<file path="src/rtl/esfs_map.svh">
// Register offsets, field positions, reset values and timing constants.
`ifndef ESFS_MAP_SVH
`define ESFS_MAP_SVH
`define ESFS_CLK_HZ 10000000
`define ESFS_MS_PER_S 1000
`define ESFS_FUEL_LEAD_MS 16'h00c8
`define ESFS_ADDR_CTRL 8'h00
`define ESFS_ADDR_DLY 8'h04
`define ESFS_ADDR_FSEL 8'h08
`define ESFS_ADDR_USER 8'h0c
`define ESFS_ADDR_STAT 8'h10
`define ESFS_CTRL_START 0
`define ESFS_CTRL_STOP 1
`define ESFS_CTRL_STOPEN 2
`define ESFS_N_OUT 10
`define ESFS_N_MAIN 6
`define ESFS_FS_W 3
`define ESFS_FN_USER 3'h0
`define ESFS_FN_CRANK 3'h1
`define ESFS_FN_FUEL 3'h2
`define ESFS_FN_STOP 3'h3
`define ESFS_FSEL_RST 30'h0000_00d1
`define ESFS_FUEL_DLY_RST 16'h0000
`define ESFS_STOP_DUR_RST 16'h2710
`define ESFS_THR_LO_12 8'h6e
`define ESFS_THR_HI_12 8'h96
`define ESFS_THR_LO_24 8'hdc
`define ESFS_THR_HI_24 8'hf0
`endif

</file>
<file path="src/rtl/esfs_pkg.sv">
// Types shared by the engine start and fuel sequencer.
package esfs_pkg;
	typedef enum logic [2:0] {
		ESFS_IDLE,
		ESFS_PRIME,
		ESFS_CRANK,
		ESFS_RUN,
		ESFS_STOPPING
	} esfs_state_e;

	typedef struct packed {
		esfs_state_e st;
		logic [13:0] pre;
		logic tick;
		logic [15:0] ms;
		logic [15:0] stp;
		logic stop_on;
		logic crank;
		logic fuel;
		logic stop_en;
		logic [15:0] fuel_dly;
		logic [15:0] stop_dur;
		logic [29:0] fsel;
		logic [9:0] user;
		logic [9:0] outs;
		logic init_done;
		logic mode_q;
		logic sup24;
		logic [7:0] thr_lo;
		logic [7:0] thr_hi;
		logic exc_hi;
		logic [31:0] rdata;
	} esfs_state_s;
endpackage

</file>
<file path="src/rtl/esfs_sequencer.sv">
// Engine start, fuel and stop output sequencer with supply class detection.
//
// How it works
// - Crank output goes on when the start sequence reaches cranking.
// - Crank output drops at most two cycles after engine running seen.
// - Fuel goes on first; crank follows no sooner than 200 ms later.
// - A stop command removes the fuel output.
// - With the stop output enabled, fuel drops after a programmed delay.
// - Output 0 carries crank by default and sources battery level.
// - Output 1 carries fuel by default.
// - Any output set to the crank code carries the crank function.
// - Any output set to the fuel code carries the fuel function.
// - The default crank output can be given another function.
// - Supply class is sampled at power-up and on off/reset entry.
// - Supply class picks voltage thresholds and excitation level.
// - Auxiliary outputs drive the common positive level when active.
// - Stop output ends when engine stops or the duration runs out.
`include "esfs_map.svh"

module esfs_sequencer
	import esfs_pkg::*;
#(
	parameter int MS_CYC = `ESFS_CLK_HZ / `ESFS_MS_PER_S
) (
	// Clock and reset.
	input wire logic clk_sys,
	input wire logic reset_n,
	// Register port.
	input wire logic [7:0] reg_addr,
	input wire logic [31:0] reg_wdata,
	input wire logic reg_wr,
	input wire logic reg_rd,
	output logic [31:0] reg_rdata,
	// Engine and supply sensing.
	input wire logic engine_running,
	input wire logic engine_stopped,
	input wire logic supply_hi,
	input wire logic off_reset_mode,
	// Static outputs.
	output logic [5:0] out_batt,
	output logic [3:0] out_aux,
	// Supply class results.
	output logic supply_24v,
	output logic [7:0] thr_low,
	output logic [7:0] thr_high,
	output logic exc_current_hi
);

	esfs_state_s s_q;
	esfs_state_s s_d;
	logic [9:0] fn_val;
	logic wr_ctrl;
	logic start_p;
	logic stop_p;
	logic mode_rise;

	assign wr_ctrl = reg_wr && (reg_addr == `ESFS_ADDR_CTRL);
	assign start_p = wr_ctrl && reg_wdata[`ESFS_CTRL_START];
	assign stop_p = wr_ctrl && reg_wdata[`ESFS_CTRL_STOP];
	assign mode_rise = off_reset_mode && !s_q.mode_q;

	// Each output looks up its own function selector.
	for (genvar gi = 0; gi < `ESFS_N_OUT; gi++) begin : g_out
		logic [2:0] sel;
		assign sel = s_q.fsel[gi*`ESFS_FS_W +: `ESFS_FS_W];
		always_comb begin
			unique case (sel)
				`ESFS_FN_CRANK: fn_val[gi] = s_q.crank;
				`ESFS_FN_FUEL: fn_val[gi] = s_q.fuel;
				`ESFS_FN_STOP: fn_val[gi] = s_q.stop_on;
				default: fn_val[gi] = s_q.user[gi];
			endcase
		end
	end

	always_comb begin
		s_d = s_q;
		s_d.tick = 1'b0;
		s_d.rdata = 32'h0000_0000;
		s_d.outs = fn_val;
		if (s_q.pre == 14'(MS_CYC - 1)) begin
			s_d.pre = 14'h0000;
			s_d.tick = 1'b1;
		end else begin
			s_d.pre = s_q.pre + 14'h0001;
		end
		if (s_q.tick) begin
			s_d.ms = s_q.ms + 16'h0001;
			if (s_q.stop_on) begin
				s_d.stp = s_q.stp + 16'h0001;
			end
		end

		// Register writes; the control word's start and stop bits are pulses.
		if (reg_wr) begin
			unique case (reg_addr)
				`ESFS_ADDR_CTRL: s_d.stop_en = reg_wdata[`ESFS_CTRL_STOPEN];
				`ESFS_ADDR_DLY: begin
					s_d.fuel_dly = reg_wdata[15:0];
					s_d.stop_dur = reg_wdata[31:16];
				end
				`ESFS_ADDR_FSEL: s_d.fsel = reg_wdata[29:0];
				`ESFS_ADDR_USER: s_d.user = reg_wdata[9:0];
				default: ;
			endcase
		end
		if (reg_rd) begin
			unique case (reg_addr)
				`ESFS_ADDR_CTRL: s_d.rdata = {29'h0, s_q.stop_en, 2'h0};
				`ESFS_ADDR_DLY: s_d.rdata = {s_q.stop_dur, s_q.fuel_dly};
				`ESFS_ADDR_FSEL: s_d.rdata = {2'h0, s_q.fsel};
				`ESFS_ADDR_USER: s_d.rdata = {22'h0, s_q.user};
				`ESFS_ADDR_STAT: s_d.rdata = {20'h0, s_q.sup24,
					engine_running, s_q.stop_on, s_q.fuel,
					s_q.crank, 4'h0, s_q.st};
				default: s_d.rdata = 32'h0000_0000;
			endcase
		end

		unique case (s_q.st)
			ESFS_IDLE: begin
				if (start_p && !stop_p) begin
					s_d.st = ESFS_PRIME;
					s_d.fuel = 1'b1;
					s_d.ms = 16'h0000;
				end
			end
			ESFS_PRIME: begin
				// One extra tick covers the unknown prescaler phase.
				if (s_q.tick && s_q.ms == `ESFS_FUEL_LEAD_MS) begin
					s_d.st = ESFS_CRANK;
					s_d.crank = 1'b1;
				end
			end
			ESFS_CRANK: begin
				if (engine_running) begin
					s_d.crank = 1'b0;
					s_d.st = ESFS_RUN;
				end
			end
			ESFS_RUN: ;
			ESFS_STOPPING: begin
				if (s_q.tick && s_q.ms >= s_q.fuel_dly) begin
					s_d.fuel = 1'b0;
				end
				if (engine_stopped || s_q.stp >= s_q.stop_dur) begin
					s_d.stop_on = 1'b0;
				end
				if (!s_q.fuel && !s_q.stop_on) begin
					s_d.st = ESFS_IDLE;
				end
			end
			default: s_d.st = ESFS_IDLE;
		endcase

		// A stop ends any running sequence, cranking included.
		if (stop_p && s_q.st != ESFS_IDLE && s_q.st != ESFS_STOPPING) begin
			s_d.crank = 1'b0;
			s_d.ms = 16'h0000;
			if (s_q.stop_en) begin
				s_d.stop_on = 1'b1;
				s_d.stp = 16'h0000;
				s_d.st = ESFS_STOPPING;
			end else begin
				s_d.fuel = 1'b0;
				s_d.st = ESFS_IDLE;
			end
		end

		// The supply class is frozen between samples so thresholds stay put.
		s_d.mode_q = off_reset_mode;
		s_d.init_done = 1'b1;
		if (!s_q.init_done || mode_rise) begin
			s_d.sup24 = supply_hi;
			s_d.exc_hi = supply_hi;
			s_d.thr_lo = supply_hi ? `ESFS_THR_LO_24 : `ESFS_THR_LO_12;
			s_d.thr_hi = supply_hi ? `ESFS_THR_HI_24 : `ESFS_THR_HI_12;
		end
	end

	always_ff @(posedge clk_sys or negedge reset_n) begin
		if (!reset_n) begin
			s_q <= '{st: ESFS_IDLE, pre: 14'h0, tick: 1'b0, ms: 16'h0,
				stp: 16'h0, stop_on: 1'b0, crank: 1'b0, fuel: 1'b0,
				stop_en: 1'b0, fuel_dly: `ESFS_FUEL_DLY_RST,
				stop_dur: `ESFS_STOP_DUR_RST, fsel: `ESFS_FSEL_RST,
				user: 10'h0, outs: 10'h0, init_done: 1'b0, mode_q: 1'b0,
				sup24: 1'b0, thr_lo: `ESFS_THR_LO_12,
				thr_hi: `ESFS_THR_HI_12, exc_hi: 1'b0,
				rdata: 32'h0};
		end else begin
			s_q <= s_d;
		end
	end

	assign reg_rdata = s_q.rdata;
	assign out_batt = s_q.outs[5:0];
	assign out_aux = s_q.outs[9:6];
	assign supply_24v = s_q.sup24;
	assign thr_low = s_q.thr_lo;
	assign thr_high = s_q.thr_hi;
	assign exc_current_hi = s_q.exc_hi;
endmodule // esfs_sequencer
</file>
<file path="config.mk">
export PLATFORM = sky130hd
export DESIGN_NAME = esfs_sequencer
export DESIGN_NICKNAME = d
export VERILOG_FILES = /design/src/rtl/esfs_pkg.sv /design/src/rtl/esfs_sequencer.sv
export VERILOG_INCLUDE_DIRS = /design/src /design/src/rtl
export SDC_FILE = /design/constraint.sdc
export NUM_CORES = 1
export LEC_CHECK = 0
export ABC_AREA = 1
export BUFFER_PORTS_ARGS = -buffer_cell sky130_fd_sc_hd__buf_4
export CAP_MARGIN = 20
export CORE_ASPECT_RATIO = 1.5
export CORE_UTILIZATION = 57
export CTS_BUF_LIST = sky130_fd_sc_hd__clkbuf_8
export CTS_CLUSTER_DIAMETER = 60
export DETAILED_ROUTE_END_ITERATION = 8
export MAX_ROUTING_LAYER = met4
export PLACE_DENSITY_LB_ADDON = 0.15
export SYNTH_ARGS = -nofsm -noshare
export SYNTH_HDL_FRONTEND = slang
export SYNTH_SLANG_ARGS = --single-unit
</file>
<file path="constraint.sdc">
create_clock -name clk_sys -period 2.6 [get_ports clk_sys]
set_input_delay 0.78 -clock clk_sys [delete_from_list [all_inputs] [get_ports clk_sys]]
set_output_delay 0.78 -clock clk_sys [all_outputs]
set_load 0.02 [all_outputs]
</file>
Yosys cells after proc, flatten, opt, wreduce, memory -nomap -nowiden
Index checks and enable logic that the tools add are counted.
- add/sub/neg operators: 3
- order comparisons: 2
- equal/unequal tests: 46
- muxes and demuxes: 38
- reduce and logical (&&, ||, !) cells: 27
- operators by type and width (cell ; count):
    one-hot mux 32 bit (5 select lines) ; 1
    equality test 3 x 2 -> 1 bit (second input constant) ; 22
    2-to-1 mux 32 bit ; 2
    2-to-1 mux 16 bit ; 3
    2-to-1 mux 35 bit ; 1
    equality test 3 x 1 -> 1 bit (second input constant) ; 11
    adder 16 x 1 -> 16 bit (second input constant) ; 2
    greater-or-equal comparator 16 bit ; 2
    one-hot mux 1 bit (3 select lines) ; 10
    2-to-1 mux 3 bit ; 6
    2-to-1 mux 17 bit ; 1
    equality test 16 x 8 -> 1 bit (second input constant) ; 1
    equality test 8 x 4 -> 1 bit (second input constant) ; 2
    inequality test 3 bit (second input constant) ; 5
    one-hot mux 3 bit (5 select lines) ; 1
    adder 14 x 1 -> 14 bit (second input constant) ; 1
    equality test 14 bit (second input constant) ; 1
    2-to-1 mux 14 bit ; 1
    logical AND 1 bit ; 10
    equality test 8 x 3 -> 1 bit (second input constant) ; 1
    equality test 8 x 5 -> 1 bit (second input constant) ; 1
    zero test 8 bit ; 1
    2-to-1 mux 1 bit ; 8
    2-to-1 mux 8 bit ; 1
    other kinds (11) ; 21
- register bits after elaboration: 187
- input port bits: 48
- output and inout port bits: 60
- word-level logic and storage cells: 136

Longest topological paths before layout
- word-level depth: 9
- mapped depth: 14
- gate-level depth less buffers: 14

Worst setup path before layout
No wires, ideal clock.
- path type: in2reg
- from: in reg_addr[7]
- to: reg s_q[186] in the netlist's numbering
- data arrival time: 1.778 ns
- required time: 2.483 ns
- path slack: 0.704 ns
- stages: 10
- path through: nor2_2 -> nand2_4 -> nor2_8 -> nand3_2 -> nand3_1 -> nand2_1 -> inv_1 -> nand3_1 -> nand2_1 -> nand2_1
- word-level cells in the longest chain between the ends: 7
- elaborated cells on any way between the ends: 15
- those cells by class: eq/ne (5); mux (1); reduce/logical (9)
- ends and longest elaborated chain (item ; line ; text):
    start: declaration ; esfs_sequencer.sv:29 ; input wire logic [7:0] reg_addr,
    zero test 8 bit * ; - ;
    logical AND 1 bit * ; esfs_sequencer.sv:57 ; assign wr_ctrl = reg_wr && (reg_addr == `ESFS_ADDR_CTRL);
    logical AND 1 bit ; esfs_sequencer.sv:59 ; assign stop_p = wr_ctrl && reg_wdata[`ESFS_CTRL_STOP];
    logical AND 1 bit / zero test 1 bit (equally long branches) ; esfs_sequencer.sv:157, esfs_sequencer.sv:122 ;
    logical AND 1 bit (on tied branches) ; esfs_sequencer.sv:157, esfs_sequencer.sv:122 ;
    inequality test 3 bit (no source line) / inequality test 2 bit (equally long branches) ; - ;
    AND reduction 5 bit (no source line) ; - ;
    end signal: assignment ; esfs_sequencer.sv:183 ; s_q <= '{st: ESFS_IDLE, pre: 14'h0, tick: 1'b0, ms: 16'h0,
    end: declaration ; esfs_sequencer.sv:49 ; esfs_state_s s_q;
Every way passes the cells marked *; elsewhere a longest branch is shown, timed or not.
A chain may end at the register's enable or synchronous reset.

==> results.txt <==
CP arrival: 1.22 ns
final slew viol count: 0
Ys Warns: 0
largest family of logic cells by synthesized area: simple AND/OR/NAND/NOR gates
Mapped Area: 9110 um2
Max-Cap Viols: 0
routed vias: 7,205
status: finished clean
number of cells produced by synthesis: 1,078
Non-Filler Instances: 1,346
crit end category: output port
# placed instances: 1,314
mux share of post-synthesis cell area: 0
later-pin clock latency in the skew report: 0.47 ns
routed wire length: 21.3 mm
Initial Util: 0.583
Post-CTS Repair Setup Buffers: 0
internal power: 4.28 mW
Critical Path Slowest Stage Cell: dfrtp_1
Crit path buffers/inverters: 1
RSZ-0062 raised after global routing: false
share of layout cells above drive strength 1: 0.164
top cells by area, synth: dfrtp_1 (44%), nand2_1 (7.3%), inv_1 (6.1%), buf_4 (5.1%), ha_1 (4.9%)
clk slew on worst S/H paths: 0.09 ns
power share of the clock group: 0.373
Die ar.: 16,500 um2
Layout Nets: 1,214
crit-path max FO: 8
WS Path Type: flop to output port
CTS tree: yes
Final Critical Period: 2.00 ns
CORE AREA: 15,600 um2
sequential cell area fraction in the yosys report: 0.474
Logic pwr share: 0.131
largest net degree at the start of global routing: 65
row cnt: 56
Synth Area in XOR/XNOR: 0.0279
CP required: 1.82 ns
PD cells: 577 nW/um2
Worst Setup SP: thr_low[4]$_DFFE_PN0P_
area grow syn2layout: 11.7%
H-Tree Level Count: 4
FMAX: 0.499 GHz
Synth top area share: 0.445
CTS Root Cell: clkbuf_8
port bufs: 99
Core Util, Final: 0.651
# setup viols final: 0
Seq pwr share: 0.497
cell family with most CP delay: flip-flops
Synth cell types: 47
Synth area leader: dfrtp_1
Avg WL per Cell: 15.8 um
CP startpoint kind: flop
worst stage delay on the critical path: 0.55 ns
Avg Inst Size Synth: 8.45 um2
DR DRC count: 0
die height: 157 um
GPL Wtd Cong: 0.975
CTS Buf Count: 17
Fin Setup TNS: 0 ns
Tot GR Track Use: 0.284
LEAKAGE: 4.90 nW
Post-CTS Hold Buffers: 0
post-DP HPWL: 15.8 mm
Rel. slew slack: 0.551
maximum vdd ir drop: 0.000319 V
drt pass-1 iters: 5
post-synthesis compound-gate area fraction: 0.123
Max Root-Sink Buffers: 2
total I/O pin count: 108
register bit total from synthesis: 172
Switch Pwr: 1.58 mW
Hold Vio Cnt, Final: 0
Net Sw Frac: 0.270
Starting DRT DRC Count: 451
GR Overflow Total: 0
Hold Path Class: input port to async pin
Die W: 105 um
initial antenna violation count: 0
CTS Sinks: 172
antenna-violating nets left: 0
Worst Tran Pin Value: 0.673 ns
diode count: 0
critical-path cell list: buf_4
Synth Area in Simple Gates: 0.198
post-cts sizing count: 0
vias in the first global route: 7,042
FF-to-FF Start: s_q[170]$_DFF_PN0_
first-pass GRT wire length: 34.5 mm
clock skew: 0.0127 ns
Fill cells: 1,377
final critical-path share of the clock period: 0.771
Adder-Cell Fraction of Synth Area: 0.0494
Vias/cell: 5.35
==> cells by family (layout without fill, tap and decap cells) <==
| family | Yosys count | in the layout |
|---|---|---|
| AND/OR/NAND/NOR | 398 | 398 |
| buffers and inverters | 238 | 296 |
| AO/OA/AOI/OAI | 203 | 203 |
| flip-flops | 172 | 172 |
| adder cells (fa/ha/maj) | 36 | 36 |
| XOR/XNOR | 29 | 29 |
| other | 2 | 9 |
==> flip-flops by register name, indices dropped and copies added, names as in the netlist <==
signal and flops:
out_batt 6, s_q 98, g_out.sel 30, out_aux 4, reg_rdata 32, thr_low 2
==> metal layers <==
metal  share of wire  up-vias  GRT usage
met3           0.044       51     0.0412
met1            0.39     3426      0.314
li1                -     3520          -
met2            0.53      208      0.500
met4           0.038        0      0.136
met5               0        -          -
==> final cells by class <==
type / count / area (um2) / share of cell area
flip-flops and latches: 172 / 4320 / 0.424
multi-input cells: 675 / 3670 / 0.361
repair buffers: 112 / 882 / 0.0867
inverters: 152 / 572 / 0.0562
clock buffers: 19 / 262 / 0.0257
well taps: 203 / 254 / 0.0250
clock inverters: 13 / 214 / 0.0210
==> path summary, 6_finish.rpt <==
kind                                                to  slack (ns)  depth (start not counted)
max                                         supply_24v        0.60                          1
min                        g_out[7].sel[2]$_DFFE_PN0P_        0.20                          1
max reg2reg                         s_q[166]$_DFF_PN0_        0.72                          7
min reg2reg                         s_q[171]$_DFF_PN0_        0.47                          1
max in group asynchronous  g_out[1].sel[1]$_DFFE_PN1P_        1.73                          2
min in group clk_sys                 s_q[50]$_DFF_PN0_        0.42                          1
==> power by group through the flow <==
stage	clock network [mW]	logic [mW]	registers (mW)
2_1_floorplan	0	0.531	2.93
3_3_place_gp	0	0.759	2.96
3_5_place_dp	0	0.771	2.96
4_1_cts	2.23	0.777	2.91
5_1_grt	2.33	0.868	2.93
6_report	2.19	0.767	2.91
==> metrics by stage <==
stage | setup slack [ns] | cell area [um2] | total power, mW | hold WS (ns)
global route | 0.520 | 10200 | 6.12 | 0.211
finish | 0.596 | 10200 | 5.87 | 0.205
global placement | 0.344 | 9700 | 3.72 | 0.453
detailed placement | 0.244 | 9700 | 3.74 | 0.463
CTS | 0.555 | 10200 | 5.91 | 0.186
floorplan | 0.704 | 9140 | 3.46 | 0.433
==> cells in the final DEF (no fill, tap or decap), drive strengths merged, types with 2 or more instances in the layout <==
| master | count |
|---|---|
| a211oi | 3 |
| a21oi | 61 |
| a22oi | 18 |
| buf | 112 |
| bufinv | 5 |
| clkbuf | 19 |
| clkinv | 4 |
| clkinvlp | 4 |
| conb | 9 |
| dfrtp | 162 |
| dfstp | 10 |
| ha | 36 |
| inv | 152 |
| nand2 | 182 |
| nand3 | 51 |
| nand4 | 14 |
| nor2 | 123 |
| nor3 | 17 |
| nor3b | 3 |
| nor4 | 5 |
| o21a | 4 |
| o21ai | 94 |
| o21bai | 6 |
| o22ai | 12 |
| o31ai | 2 |
| xnor2 | 11 |
| xor2 | 18 |
==> cell usage after synthesis, drive strengths merged <==
| library cell | instances |
|---|---|
| nand4 | 14 |
| buf | 77 |
| ha | 36 |
| a21oi | 61 |
| a211oi | 3 |
| xnor2 | 11 |
| nor3 | 17 |
| inv | 151 |
| nand2b | 1 |
| a31oi | 1 |
| nand3b | 1 |
| o21bai | 6 |
| or2 | 1 |
| o221ai | 1 |
| o31ai | 2 |
| nor3b | 3 |
| o21ai | 94 |
| xor2 | 18 |
| nand3 | 51 |
| clkbuf | 9 |
| o21a | 4 |
| o22ai | 12 |
| nor2 | 123 |
| nor4 | 5 |
| dfrtp | 162 |
| dfstp | 10 |
| nand2 | 182 |
| conb | 2 |
| clkinv | 1 |
| a21o | 1 |
| a22oi | 18 |
(Power assumes the default switching activity.)
